$ cat config.mk
export PLATFORM = sky130hd
export DESIGN_NAME = aor_readout
export DESIGN_NICKNAME = d
export VERILOG_FILES = /design/src/pkg/aor_pkg.sv /design/src/hdl/aor_skid_buf.sv /design/src/hdl/aor_readout.sv
export VERILOG_INCLUDE_DIRS = /design/src /design/src/pkg
export SDC_FILE = /design/constraint.sdc
export NUM_CORES = 1
export LEC_CHECK = 0
export BUFFER_PORTS_ARGS = -buffer_cell sky130_fd_sc_hd__buf_4
export CORE_MARGIN = 2
export CORE_UTILIZATION = 65
export CTS_BUF_LIST = sky130_fd_sc_hd__clkbuf_4
export DETAILED_ROUTE_END_ITERATION = 8
export PLACE_DENSITY = 0.86
export SETUP_SLACK_MARGIN = 0.5
export SYNTH_ARGS = -nofsm -noshare
export SYNTH_HDL_FRONTEND = slang
export SYNTH_HIERARCHICAL = 1
export SYNTH_SLANG_ARGS = --single-unit
$ cat constraint.sdc
create_clock -name CLK_IN -period 5.9 [get_ports CLK_IN]
set_input_delay 0.59 -clock CLK_IN [delete_from_list [all_inputs] [get_ports CLK_IN]]
set_output_delay 0.59 -clock CLK_IN [all_outputs]
set_load 0.02 [all_outputs]
$ cat src/pkg/aor_consts.svh
`ifndef AOR_CONSTS_SVH
`define AOR_CONSTS_SVH
// ----------------------------------------
// Converter constants
// ----------------------------------------
`define AOR_DATA_W      12
`define AOR_LATENCY     6
`define AOR_REF_W       2
// Reference select strap codes
`define AOR_SEL_TO_REF  2'h0
`define AOR_SEL_TO_GND  2'h1
`define AOR_SEL_TO_VS   2'h2
// Reference output codes
`define AOR_REF_OFF     2'h0
`define AOR_REF_1V      2'h1
`define AOR_REF_2V5     2'h2
`define AOR_BUF_DEPTH   2
`endif

$ cat src/pkg/aor_pkg.sv
package aor_pkg;
  typedef enum logic [2:0] {
    AOR_REF_INT_SMALL = 3'h1,
    AOR_REF_INT_LARGE = 3'h2,
    AOR_REF_EXTERNAL  = 3'h4
  } aor_ref_mode_e;
endpackage

$ cat src/hdl/aor_skid_buf.sv
`timescale 1ns/1ns
`include "aor_consts.svh"
module aor_skid_buf #(
  parameter int WIDTH = 13
) (
  input  wire logic             clk_in,
  input  wire logic             rst_n_in,
  input  wire logic [WIDTH-1:0] s_data_in,
  input  wire logic             s_valid_in,
  output logic                  s_ready_out,
  output logic      [WIDTH-1:0] m_data_out,
  output logic                  m_valid_out,
  input  wire logic             m_ready_in
);
  // ----------------------------------------
  // Two-entry buffer
  // ----------------------------------------
  logic [WIDTH-1:0] mem_ff [`AOR_BUF_DEPTH];
  logic             rd_ptr_ff;
  logic             wr_ptr_ff;
  logic [1:0]       count_ff;
  logic             push;
  logic             pop;

  assign s_ready_out = (count_ff != 2'(`AOR_BUF_DEPTH));
  assign m_valid_out = (count_ff != 2'h0);
  assign m_data_out  = mem_ff[rd_ptr_ff];
  assign push        = s_valid_in && s_ready_out;
  assign pop         = m_valid_out && m_ready_in;

  always_ff @(posedge clk_in) begin
    if (push) begin
      mem_ff[wr_ptr_ff] <= s_data_in;
    end
  end

  always_ff @(posedge clk_in or negedge rst_n_in) begin
    if (!rst_n_in) begin
      rd_ptr_ff <= 1'b0;
      wr_ptr_ff <= 1'b0;
      count_ff  <= 2'h0;
    end else begin
      if (push) begin
        wr_ptr_ff <= ~wr_ptr_ff;
      end
      if (pop) begin
        rd_ptr_ff <= ~rd_ptr_ff;
      end
      if (push && !pop) begin
        count_ff <= count_ff + 2'h1;
      end else if (pop && !push) begin
        count_ff <= count_ff - 2'h1;
      end
    end
  end
endmodule // aor_skid_buf

$ cat src/hdl/aor_readout.sv
`timescale 1ns/1ns
`include "aor_consts.svh"
module aor_readout #(
  parameter int DATA_W  = `AOR_DATA_W,
  parameter int LATENCY = `AOR_LATENCY
) (
  input  wire logic                    CLK_IN,
  input  wire logic                    RST_N_IN,
  input  wire logic [DATA_W-1:0]       SAMPLE_IN,
  input  wire logic                    ABOVE_TOP_IN,
  input  wire logic                    BELOW_BOTTOM_IN,
  input  wire logic [1:0]              REF_SEL_IN,
  input  wire logic                    DATA_READY_IN,
  output logic      [DATA_W-1:0]       DATA_OUT,
  output logic                         OUT_OF_RANGE_FLAG_OUT,
  output logic                         DATA_VALID_OUT,
  output logic                         SAMPLE_LOST_OUT,
  output logic      [`AOR_REF_W-1:0]   REF_LEVEL_OUT,
  output logic                         REF_DRIVE_N_OUT
);
  // ----------------------------------------
  // Reference strap
  // ----------------------------------------
  aor_pkg::aor_ref_mode_e ref_mode_ff;

  always_ff @(posedge CLK_IN or negedge RST_N_IN) begin
    if (!RST_N_IN) begin
      ref_mode_ff <= aor_pkg::AOR_REF_INT_SMALL;
    end else begin
      case (REF_SEL_IN)
        `AOR_SEL_TO_GND: ref_mode_ff <= aor_pkg::AOR_REF_INT_LARGE;
        `AOR_SEL_TO_VS:  ref_mode_ff <= aor_pkg::AOR_REF_EXTERNAL;
        default:         ref_mode_ff <= aor_pkg::AOR_REF_INT_SMALL;
      endcase
    end
  end

  always_ff @(posedge CLK_IN or negedge RST_N_IN) begin
    if (!RST_N_IN) begin
      REF_LEVEL_OUT   <= `AOR_REF_1V;
      REF_DRIVE_N_OUT <= 1'b0;
    end else begin
      unique case (ref_mode_ff)
        aor_pkg::AOR_REF_INT_SMALL: begin
          REF_LEVEL_OUT   <= `AOR_REF_1V;
          REF_DRIVE_N_OUT <= 1'b0;
        end
        aor_pkg::AOR_REF_INT_LARGE: begin
          REF_LEVEL_OUT   <= `AOR_REF_2V5;
          REF_DRIVE_N_OUT <= 1'b0;
        end
        aor_pkg::AOR_REF_EXTERNAL: begin
          REF_LEVEL_OUT   <= `AOR_REF_OFF;
          REF_DRIVE_N_OUT <= 1'b1;
        end
        default: begin
          REF_LEVEL_OUT   <= `AOR_REF_OFF;
          REF_DRIVE_N_OUT <= 1'b1;
        end
      endcase
    end
  end

  // ----------------------------------------
  // Sample pipeline
  // ----------------------------------------
  // Flag rides in the same word as data, so latency cannot drift apart
  logic [DATA_W:0] pipe_ff [LATENCY];
  logic            range_bad;

  assign range_bad = ABOVE_TOP_IN || BELOW_BOTTOM_IN;

  always_ff @(posedge CLK_IN or negedge RST_N_IN) begin
    if (!RST_N_IN) begin
      pipe_ff[0] <= '0;
    end else begin
      pipe_ff[0] <= {range_bad, SAMPLE_IN};
    end
  end

  genvar gi;
  generate
    for (gi = 1; gi < LATENCY; gi++) begin : g_pipe
      always_ff @(posedge CLK_IN or negedge RST_N_IN) begin
        if (!RST_N_IN) begin
          pipe_ff[gi] <= '0;
        end else begin
          pipe_ff[gi] <= pipe_ff[gi-1];
        end
      end
    end
  endgenerate

  // Pipe fill counter: words are valid only once the pipe holds samples
  logic [7:0] fill_ff;
  logic       pipe_valid;
  assign pipe_valid = (fill_ff == 8'(LATENCY));

  always_ff @(posedge CLK_IN or negedge RST_N_IN) begin
    if (!RST_N_IN) begin
      fill_ff <= 8'h00;
    end else if (!pipe_valid) begin
      fill_ff <= fill_ff + 8'h01;
    end
  end

  // ----------------------------------------
  // Output buffer
  // ----------------------------------------
  // Converter cannot stall: a full buffer drops the word and says so
  logic [DATA_W:0] buf_data;
  logic            buf_valid;
  logic            buf_in_ready;

  aor_skid_buf #(
    .WIDTH (DATA_W + 1)
  ) u_buf (
    .clk_in      (CLK_IN),
    .rst_n_in    (RST_N_IN),
    .s_data_in   (pipe_ff[LATENCY-1]),
    .s_valid_in  (pipe_valid),
    .s_ready_out (buf_in_ready),
    .m_data_out  (buf_data),
    .m_valid_out (buf_valid),
    .m_ready_in  (DATA_READY_IN || !DATA_VALID_OUT)
  );

  always_ff @(posedge CLK_IN or negedge RST_N_IN) begin
    if (!RST_N_IN) begin
      DATA_OUT              <= '0;
      OUT_OF_RANGE_FLAG_OUT <= 1'b0;
      DATA_VALID_OUT        <= 1'b0;
    end else if (DATA_READY_IN || !DATA_VALID_OUT) begin
      DATA_VALID_OUT <= buf_valid;
      if (buf_valid) begin
        DATA_OUT              <= buf_data[DATA_W-1:0];
        OUT_OF_RANGE_FLAG_OUT <= buf_data[DATA_W];
      end
    end
  end

  always_ff @(posedge CLK_IN or negedge RST_N_IN) begin
    if (!RST_N_IN) begin
      SAMPLE_LOST_OUT <= 1'b0;
    end else begin
      SAMPLE_LOST_OUT <= pipe_valid && !buf_in_ready;
    end
  end
endmodule // aor_readout

==> results.cfg, run 1 <==
[drt]
num_vias = 1801
detail_route.vias_per_cell = 4.975
wl_per_cell_um = 14.25
ant_nets = 0
drtPass1Iterations = 4
drt_wl_total_mm = 5.158
first_iter_violations = 86
drc_errors = 0

[setup_path]
cp_max_fo = 13
critical_path_required_ns = 6.02
critical_path.endpoint_type = flop
cp_slowest_cell = nor2_1
worstSetupPathType = reg2reg
cp_cell_sequence = inv_1 -> ha_1 -> nor3b_2 -> nand3_2 -> inv_1 -> nand2_1 -> nor2_1
start_kind = flop
cpPeakStageDelay_ns = 0.79
critical_path_arrival_ns = 2.62
crit_top_cell = inv_1

[placement]
gp_congestion = 0.6800
post-dp-hpwl_mm = 3.353
portBuffers = 36
place_area_um2 = 4663

[yosys]
seq_area_frac_synth_pct = 82.59
synthTopCellsByCount = 109 x dfrtp_1, 26 x edfxtp_1, 16 x mux2_2
syn_nets = 241
synth_seq_cells = 137
yosys.area.top_type_share_pct = 63.26
synth_edf_count = 26
synth_cells = 217
synth_cell_types = 28
netlist_top_cells_area = dfrtp_1 63%, edfxtp_1 18%, mux2_2 4.2%
synth_top_cell_by_area = dfrtp_1
postSynthAreaPerCell_um2 = 19.87
synth_most_common_cell = dfrtp_1
synth-warning-count = 6
synth_flop_cell = dfrtp_1
async_reset_ff_share_pct = 81.02
synth_area_um2 = 4312

[floorplan]
initial_core_util_pct = 67.52
die_w_um = 85.45
fp.dieH_um = 85.45
core-area_um2 = 6386
core.rowCount = 29
dieArea_um2 = 7301
ios = 37

[layout]
diodes = 0
seqCellArea_um2 = 3561
area_growth_pct = 15.47
drive_above_1_share_pct = 37.54
nets = 296
utilization_pct = 77.96
design_area_um2 = 4979
multi_input_area_um2 = 705.7
fill_cells = 337

[timing]
max_slew_margin_pct = 29.31
fin_tns_setup_ns = 0
report.final.slew_viol_count = 0
finalCritPeriodShare_pct = 42.41
finalHoldViolCount = 0
fmax_mhz = 399.6
fin_skew_ns = 0.01310
worst_pin_slew_ns = 1.060
setup_viol = 0
layout_min_cycle_time_ns = 2.502
rsz0062_at_grt = no

[min_path]
worstHoldPathType = in2reg

[power]
p_leak_nw = 2.225
peakVddDrop_mv = 0.4057
pwr_density_cell_nw_per_um2 = 474.4

[global_route]
grt_pass1_wl_mm = 8.673
antenna_found_initial = 0
grt_max_degree = 93
grt_use_total_pct = 16.52
first_global_vias = 1906
overflow = 0

[job]
maxCapViolCount = 0

[clock_tree]
clk_pin_slew_ns = 0.13
cts-root-buf = clkbuf_4
cts_buffers = 17
post_cts_buffers = 0
cts.path.max_buffers = 2
clk-insertion-delay-late_ns = 0.49
cts.htree.levels = 4
cts.sinks = 137
tritoncts = built

[run_status]
status = finished, final reports clean
==> per-layer routing <==
metal / global-route usage, % / wire length [um]
met1: 19.84 / 2135
met3: 7.296 / 243
met5: 0 / 0
met2: 25.57 / 2673
met4: 8.514 / 105
==> state kept, by name, summed over array words and instances (netlist names) <==
signal,cells
ref_mode_ff,3
u_buf/count_ff,2
u_buf/mem_ff,26
fill_ff,8
DATA_OUT,12
pipe_ff,78
REF_LEVEL_OUT,2
DATA_VALID_OUT,1
OUT_OF_RANGE_FLAG_OUT,1
REF_DRIVE_N_OUT,1
SAMPLE_LOST_OUT,1
u_buf/wr_ptr_ff,1
u_buf/rd_ptr_ff,1
==> final timing paths <==
kind | from | endpoint | slack (ns) | cells past startpoint
max in group asynchronous | RST_N_IN | pipe_ff[46]$_DFF_PN0_ | 4.10 | 3
worst max register to register | fill_ff[0]$_DFFE_PN0P_ | u_buf/mem_ff[0][4]$_DFFE_PP_ | 3.40 | 7
min in group asynchronous | RST_N_IN | pipe_ff[74]$_DFF_PN0_ | 0.48 | 2
worst max-delay path | fill_ff[0]$_DFFE_PN0P_ | u_buf/mem_ff[0][4]$_DFFE_PP_ | 3.40 | 7
worst min-delay path | SAMPLE_IN[9] | pipe_ff[74]$_DFF_PN0_ | 0.19 | 1
worst min register to register | pipe_ff[60]$_DFF_PN0_ | pipe_ff[47]$_DFF_PN0_ | 0.35 | 0
==> through the flow <==
stage | total power, mW | setup WS (ns) | hold WS, ns | instances
2_1_floorplan | 1.613 | 3.807 | 0.2944 | 217
3_3_place_gp | 1.739 | 3.611 | 0.3312 | 329
3_5_place_dp | 1.770 | 3.432 | 0.3347 | 329
4_1_cts | 2.394 | 3.394 | 0.1396 | 362
5_1_grt | 2.486 | 3.219 | 0.1065 | 362
6_report | 2.362 | 3.398 | 0.1877 | 362
==> critical path: cells and delay by family, from the launching register on <==
kind,cells,cell delay (ns)
fa+ha+maj,1,0.14
simple gates,4,1.33
buf+inv,2,0.22
flops,1,0.44
==> area by class of cell <==
type                       count  share of cell area [%]
multi-input combinational     72                   14.17
sequential                   137                   71.53
tap                           77                   1.935
timing repair buffer          38                   5.780
clock inverter                15                   3.569
inverter                       6                  0.4524
clock buffer                  17                   2.563
==> cell families (layout without fill, tap and decap cells) <==
| logic type | after synthesis | count (layout) | synth area share [%] |
|---|---|---|---|
| AND/OR/NAND/NOR | 27 | 27 | 4.440 |
| multiplexers | 27 | 27 | 7.893 |
| buffers and inverters | 8 | 76 | 1.045 |
| AO/OA/AOI/OAI | 2 | 2 | 0.3484 |
| XOR/XNOR | 11 | 11 | 2.235 |
| flip-flops | 137 | 137 | 82.59 |
| adder cells (fa/ha/maj) | 5 | 5 | 1.451 |
==> where the power goes <==
part,internal [mW],switching (mW)
logic,0.270,0.230
clock network,0.269,0.353
registers,1.16,0.0845
==> what timing repair did <==
action,in CTS,in global routing
resized for setup,0,0
endpoints found under the hold margin,17,0
hold buffers,1,0
==> placed cells by master (no fill, tap or decap), types with 3 or more instances in the layout <==
master / netlist / final
and3_1: 3 / 3
dfrtp_1: 109 / 109
inv_6: 0 / 5
inv_1: 6 / 6
buf_4: 0 / 37
xnor2_1: 9 / 9
mux2_2: 16 / 16
ha_1: 5 / 5
nand3_1: 5 / 5
nor2_1: 4 / 4
inv_8: 0 / 4
edfxtp_1: 26 / 26
mux2_4: 10 / 10
clkbuf_4: 0 / 17
No activity file was read; power rests on OpenSTA's default activity.
==> run 2, diff against run 1 <==
--- a/config.mk
+++ b/config.mk
@@ -6,12 +6,13 @@
 export SDC_FILE = /design/constraint.sdc
 export NUM_CORES = 1
 export LEC_CHECK = 0
+export ABC_AREA = 1
 export BUFFER_PORTS_ARGS = -buffer_cell sky130_fd_sc_hd__buf_4
 export CORE_MARGIN = 2
-export CORE_UTILIZATION = 65
+export CORE_UTILIZATION = 61
 export CTS_BUF_LIST = sky130_fd_sc_hd__clkbuf_4
 export DETAILED_ROUTE_END_ITERATION = 8
-export PLACE_DENSITY = 0.86
+export PLACE_DENSITY = 0.81
 export SETUP_SLACK_MARGIN = 0.5
 export SYNTH_ARGS = -nofsm -noshare
 export SYNTH_HDL_FRONTEND = slang
==> constraint.sdc (replaced) <==
create_clock -name CLK_IN -period 2.54 [get_ports CLK_IN]
set_input_delay 0.254 -clock CLK_IN [delete_from_list [all_inputs] [get_ports CLK_IN]]
set_output_delay 0.254 -clock CLK_IN [all_outputs]
set_load 0.02 [all_outputs]
==> results.cfg, run 2 <==
[global_route]
grt_pass1_wl_mm = 10.56
antenna_found_initial = 0
overflow = 0
grt_use_total_pct = 18.63
first_global_vias = 2420
grt_max_degree = 59

[timing]
hold_slack_ns = 0.2289
layout_min_cycle_time_ns = 1.884
rsz0062_at_grt = no
max_slew_margin_pct = 55.92
finalHoldViolCount = 0
setup_viol = 0
fin_skew_ns = 0.01942
worst_pin_slew_ns = 0.6612
report.final.slew_viol_count = 0
fin_tns_setup_ns = 0
finalCritPeriodShare_pct = 74.17
fmax_mhz = 530.8

[clock_tree]
cts-root-buf = clkbuf_4
cts.htree.levels = 4
clk-insertion-delay-late_ns = 0.51
tritoncts = built
cts_buffers = 17
clk_pin_slew_ns = 0.14
cts.path.max_buffers = 2
cts.sinks = 137

[floorplan]
initial_core_util_pct = 64.04
die_w_um = 88.92
dieArea_um2 = 7907
core-area_um2 = 6869
core.rowCount = 30
fp.dieH_um = 88.92
ios = 37

[yosys]
seq_area_frac_synth_pct = 80.94
synth_cells = 315
yosys.area.top_type_share_pct = 62.00
synth_cell_types = 23
synth_most_common_cell = dfrtp_1
postSynthAreaPerCell_um2 = 13.97
synth_edf_count = 26
synth_area_um2 = 4399
netlist_top_cells_area = dfrtp_1 62%, edfxtp_1 18%, nand2_1 8.3%
syn_nets = 339
synth-warning-count = 6
synth_seq_cells = 137
async_reset_ff_share_pct = 81.02
synthTopCellsByCount = 109 x dfrtp_1, 97 x nand2_1, 26 x edfxtp_1
synth_top_cell_by_area = dfrtp_1
synth_flop_cell = dfrtp_1

[min_path]
worstHoldPathType = in2reg
whs_path_depth = 4
min_to = DATA_VALID_OUT$_DFFE_PN0P_
hp-start = DATA_READY_IN

[setup_path]
critical_path_required_ns = 2.94
rr_startpoint = fill_ff[0]$_DFFE_PN0P_
start_kind = flop
regToRegSetupSlack_ns = 0.66
reg2reg_depth = 11
worstSetupPathType = reg2reg
critical_path.endpoint_type = flop
crit_top_cell = inv_1
r2r_end = u_buf/count_ff[1]$_DFFE_PN0P_
cpPeakStageDelay_ns = 0.45
cp_slowest_cell = dfrtp_1
cp_max_fo = 5
cp_cell_sequence = inv_1 -> ha_1 -> nand3_2 -> nor2_4 -> nand2_2 -> inv_1 -> ha_1 -> inv_1 -> nand3_1 -> nand2_1 -> nand2_1
critical_path_arrival_ns = 2.29

[layout]
layout.cells.non_filler = 493
drive_above_1_share_pct = 21.91
largest_reg_flops = 78
top_register = pipe_ff
nets = 408
final_cell_mix = 109 x dfrtp_1, 97 x nand2_1, 38 x buf_4
area_growth_pct = 19.23
fill_cells = 427
final_common_cell = dfrtp_1
top_regs = pipe_ff (78), u_buf/mem_ff (26), DATA_OUT (12)
diodes = 0

[drt]
num_vias = 2352
drc_errors = 0
first_iter_violations = 166
drt_wl_total_mm = 6.108
ant_nets = 0
drtPass1Iterations = 4
wl_per_cell_um = 12.39
detail_route.vias_per_cell = 4.771

[job]
maxCapViolCount = 0

[placement]
post-dp-hpwl_mm = 3.689
gp_congestion = 0.8596
portBuffers = 36
dpl.cell_count = 444

[power]
peakVddDrop_mv = 0.6945
pwr_density_cell_nw_per_um2 = 1039
p_leak_nw = 2.522

[run_status]
status = finished, final reports clean
[run 2: metal layers]
layer  up-vias  global-route usage [%]  share of wire (%)
met3         7                   7.849                5.8
met2        81                   30.26                 53
li1       1143                       -                  -
met1      1121                   22.07                 40
met5         -                       0                  0
met4         0                   7.989                1.0
[run 2: kinds of logic (layout without fill, tap and decap cells)]
kind of cell / count (synthesis) / after routing / synth area share, %
DFF: 137 / 137 / 80.94
buffers and inverters: 27 / 109 / 2.929
and+or+nand+nor: 138 / 138 / 13.45
xor gates and xnor gates: 4 / 4 / 0.7965
adders and majority gates: 5 / 5 / 1.422
AOI/OAI and AO/OA: 4 / 4 / 0.4551
[run 2: critical path, delay by kind of cell (launching register included)]
family / cells / cell delay (ns)
DFF: 1 / 0.45
adders and majority gates: 2 / 0.44
buffers and inverters: 3 / 0.30
and+or+nand+nor: 6 / 0.57
[run 2: power by group]
group	switching, mW	leakage (nW)	internal, mW
Sequential	0.172	1.55	2.67
Clock	0.885	0.165	0.548
Combinational	0.728	0.803	0.443
[run 2: timing repair]
action                                 in CTS  in global routing
hold buffers                               17                  0
endpoints found under the hold margin      68                  0
gates resized for setup                     0                  0
setup buffers                               0                  0
[run 2: area by class of cell]
class / instances / area [um^2] / share of cell area, %
timing repair buffer: 56 / 475.5 / 9.065
clock inverter: 15 / 172.7 / 3.292
clock buffer: 17 / 127.6 / 2.433
tap: 96 / 120.1 / 2.290
multi-input combinational: 151 / 709.4 / 13.53
sequential: 137 / 3561 / 67.89
inverter: 21 / 78.83 / 1.503
[run 2: metrics by stage]
step           power (mW)  utilization (%)  worst slack [ns]  cell area [um^2]
3_5_place_dp        4.044            69.51            0.7182              4775
4_1_cts             5.493            76.36            0.6623              5245
6_report            5.447            76.36            0.6560              5245
3_3_place_gp        3.970            69.51            0.8557              4775
2_1_floorplan       3.668                -            0.5811              4399
5_1_grt             5.835            76.36            0.5266              5245
[run 2: worst max-delay path by stage]
| stage | startpoint | endpoint | cells past startpoint |
|---|---|---|---|
| global placement | fill_ff[0]$_DFFE_PN0P_ | u_buf/count_ff[1]$_DFFE_PN0P_ | 11 |
| finish | fill_ff[0]$_DFFE_PN0P_ | u_buf/count_ff[1]$_DFFE_PN0P_ | 11 |
| floorplan | fill_ff[0]$_DFFE_PN0P_ | u_buf/mem_ff[1][0]$_DFFE_PP_ | 6 |
| detailed placement | fill_ff[0]$_DFFE_PN0P_ | u_buf/count_ff[1]$_DFFE_PN0P_ | 11 |
| global route | fill_ff[0]$_DFFE_PN0P_ | u_buf/count_ff[1]$_DFFE_PN0P_ | 11 |
| CTS | fill_ff[0]$_DFFE_PN0P_ | u_buf/count_ff[1]$_DFFE_PN0P_ | 11 |
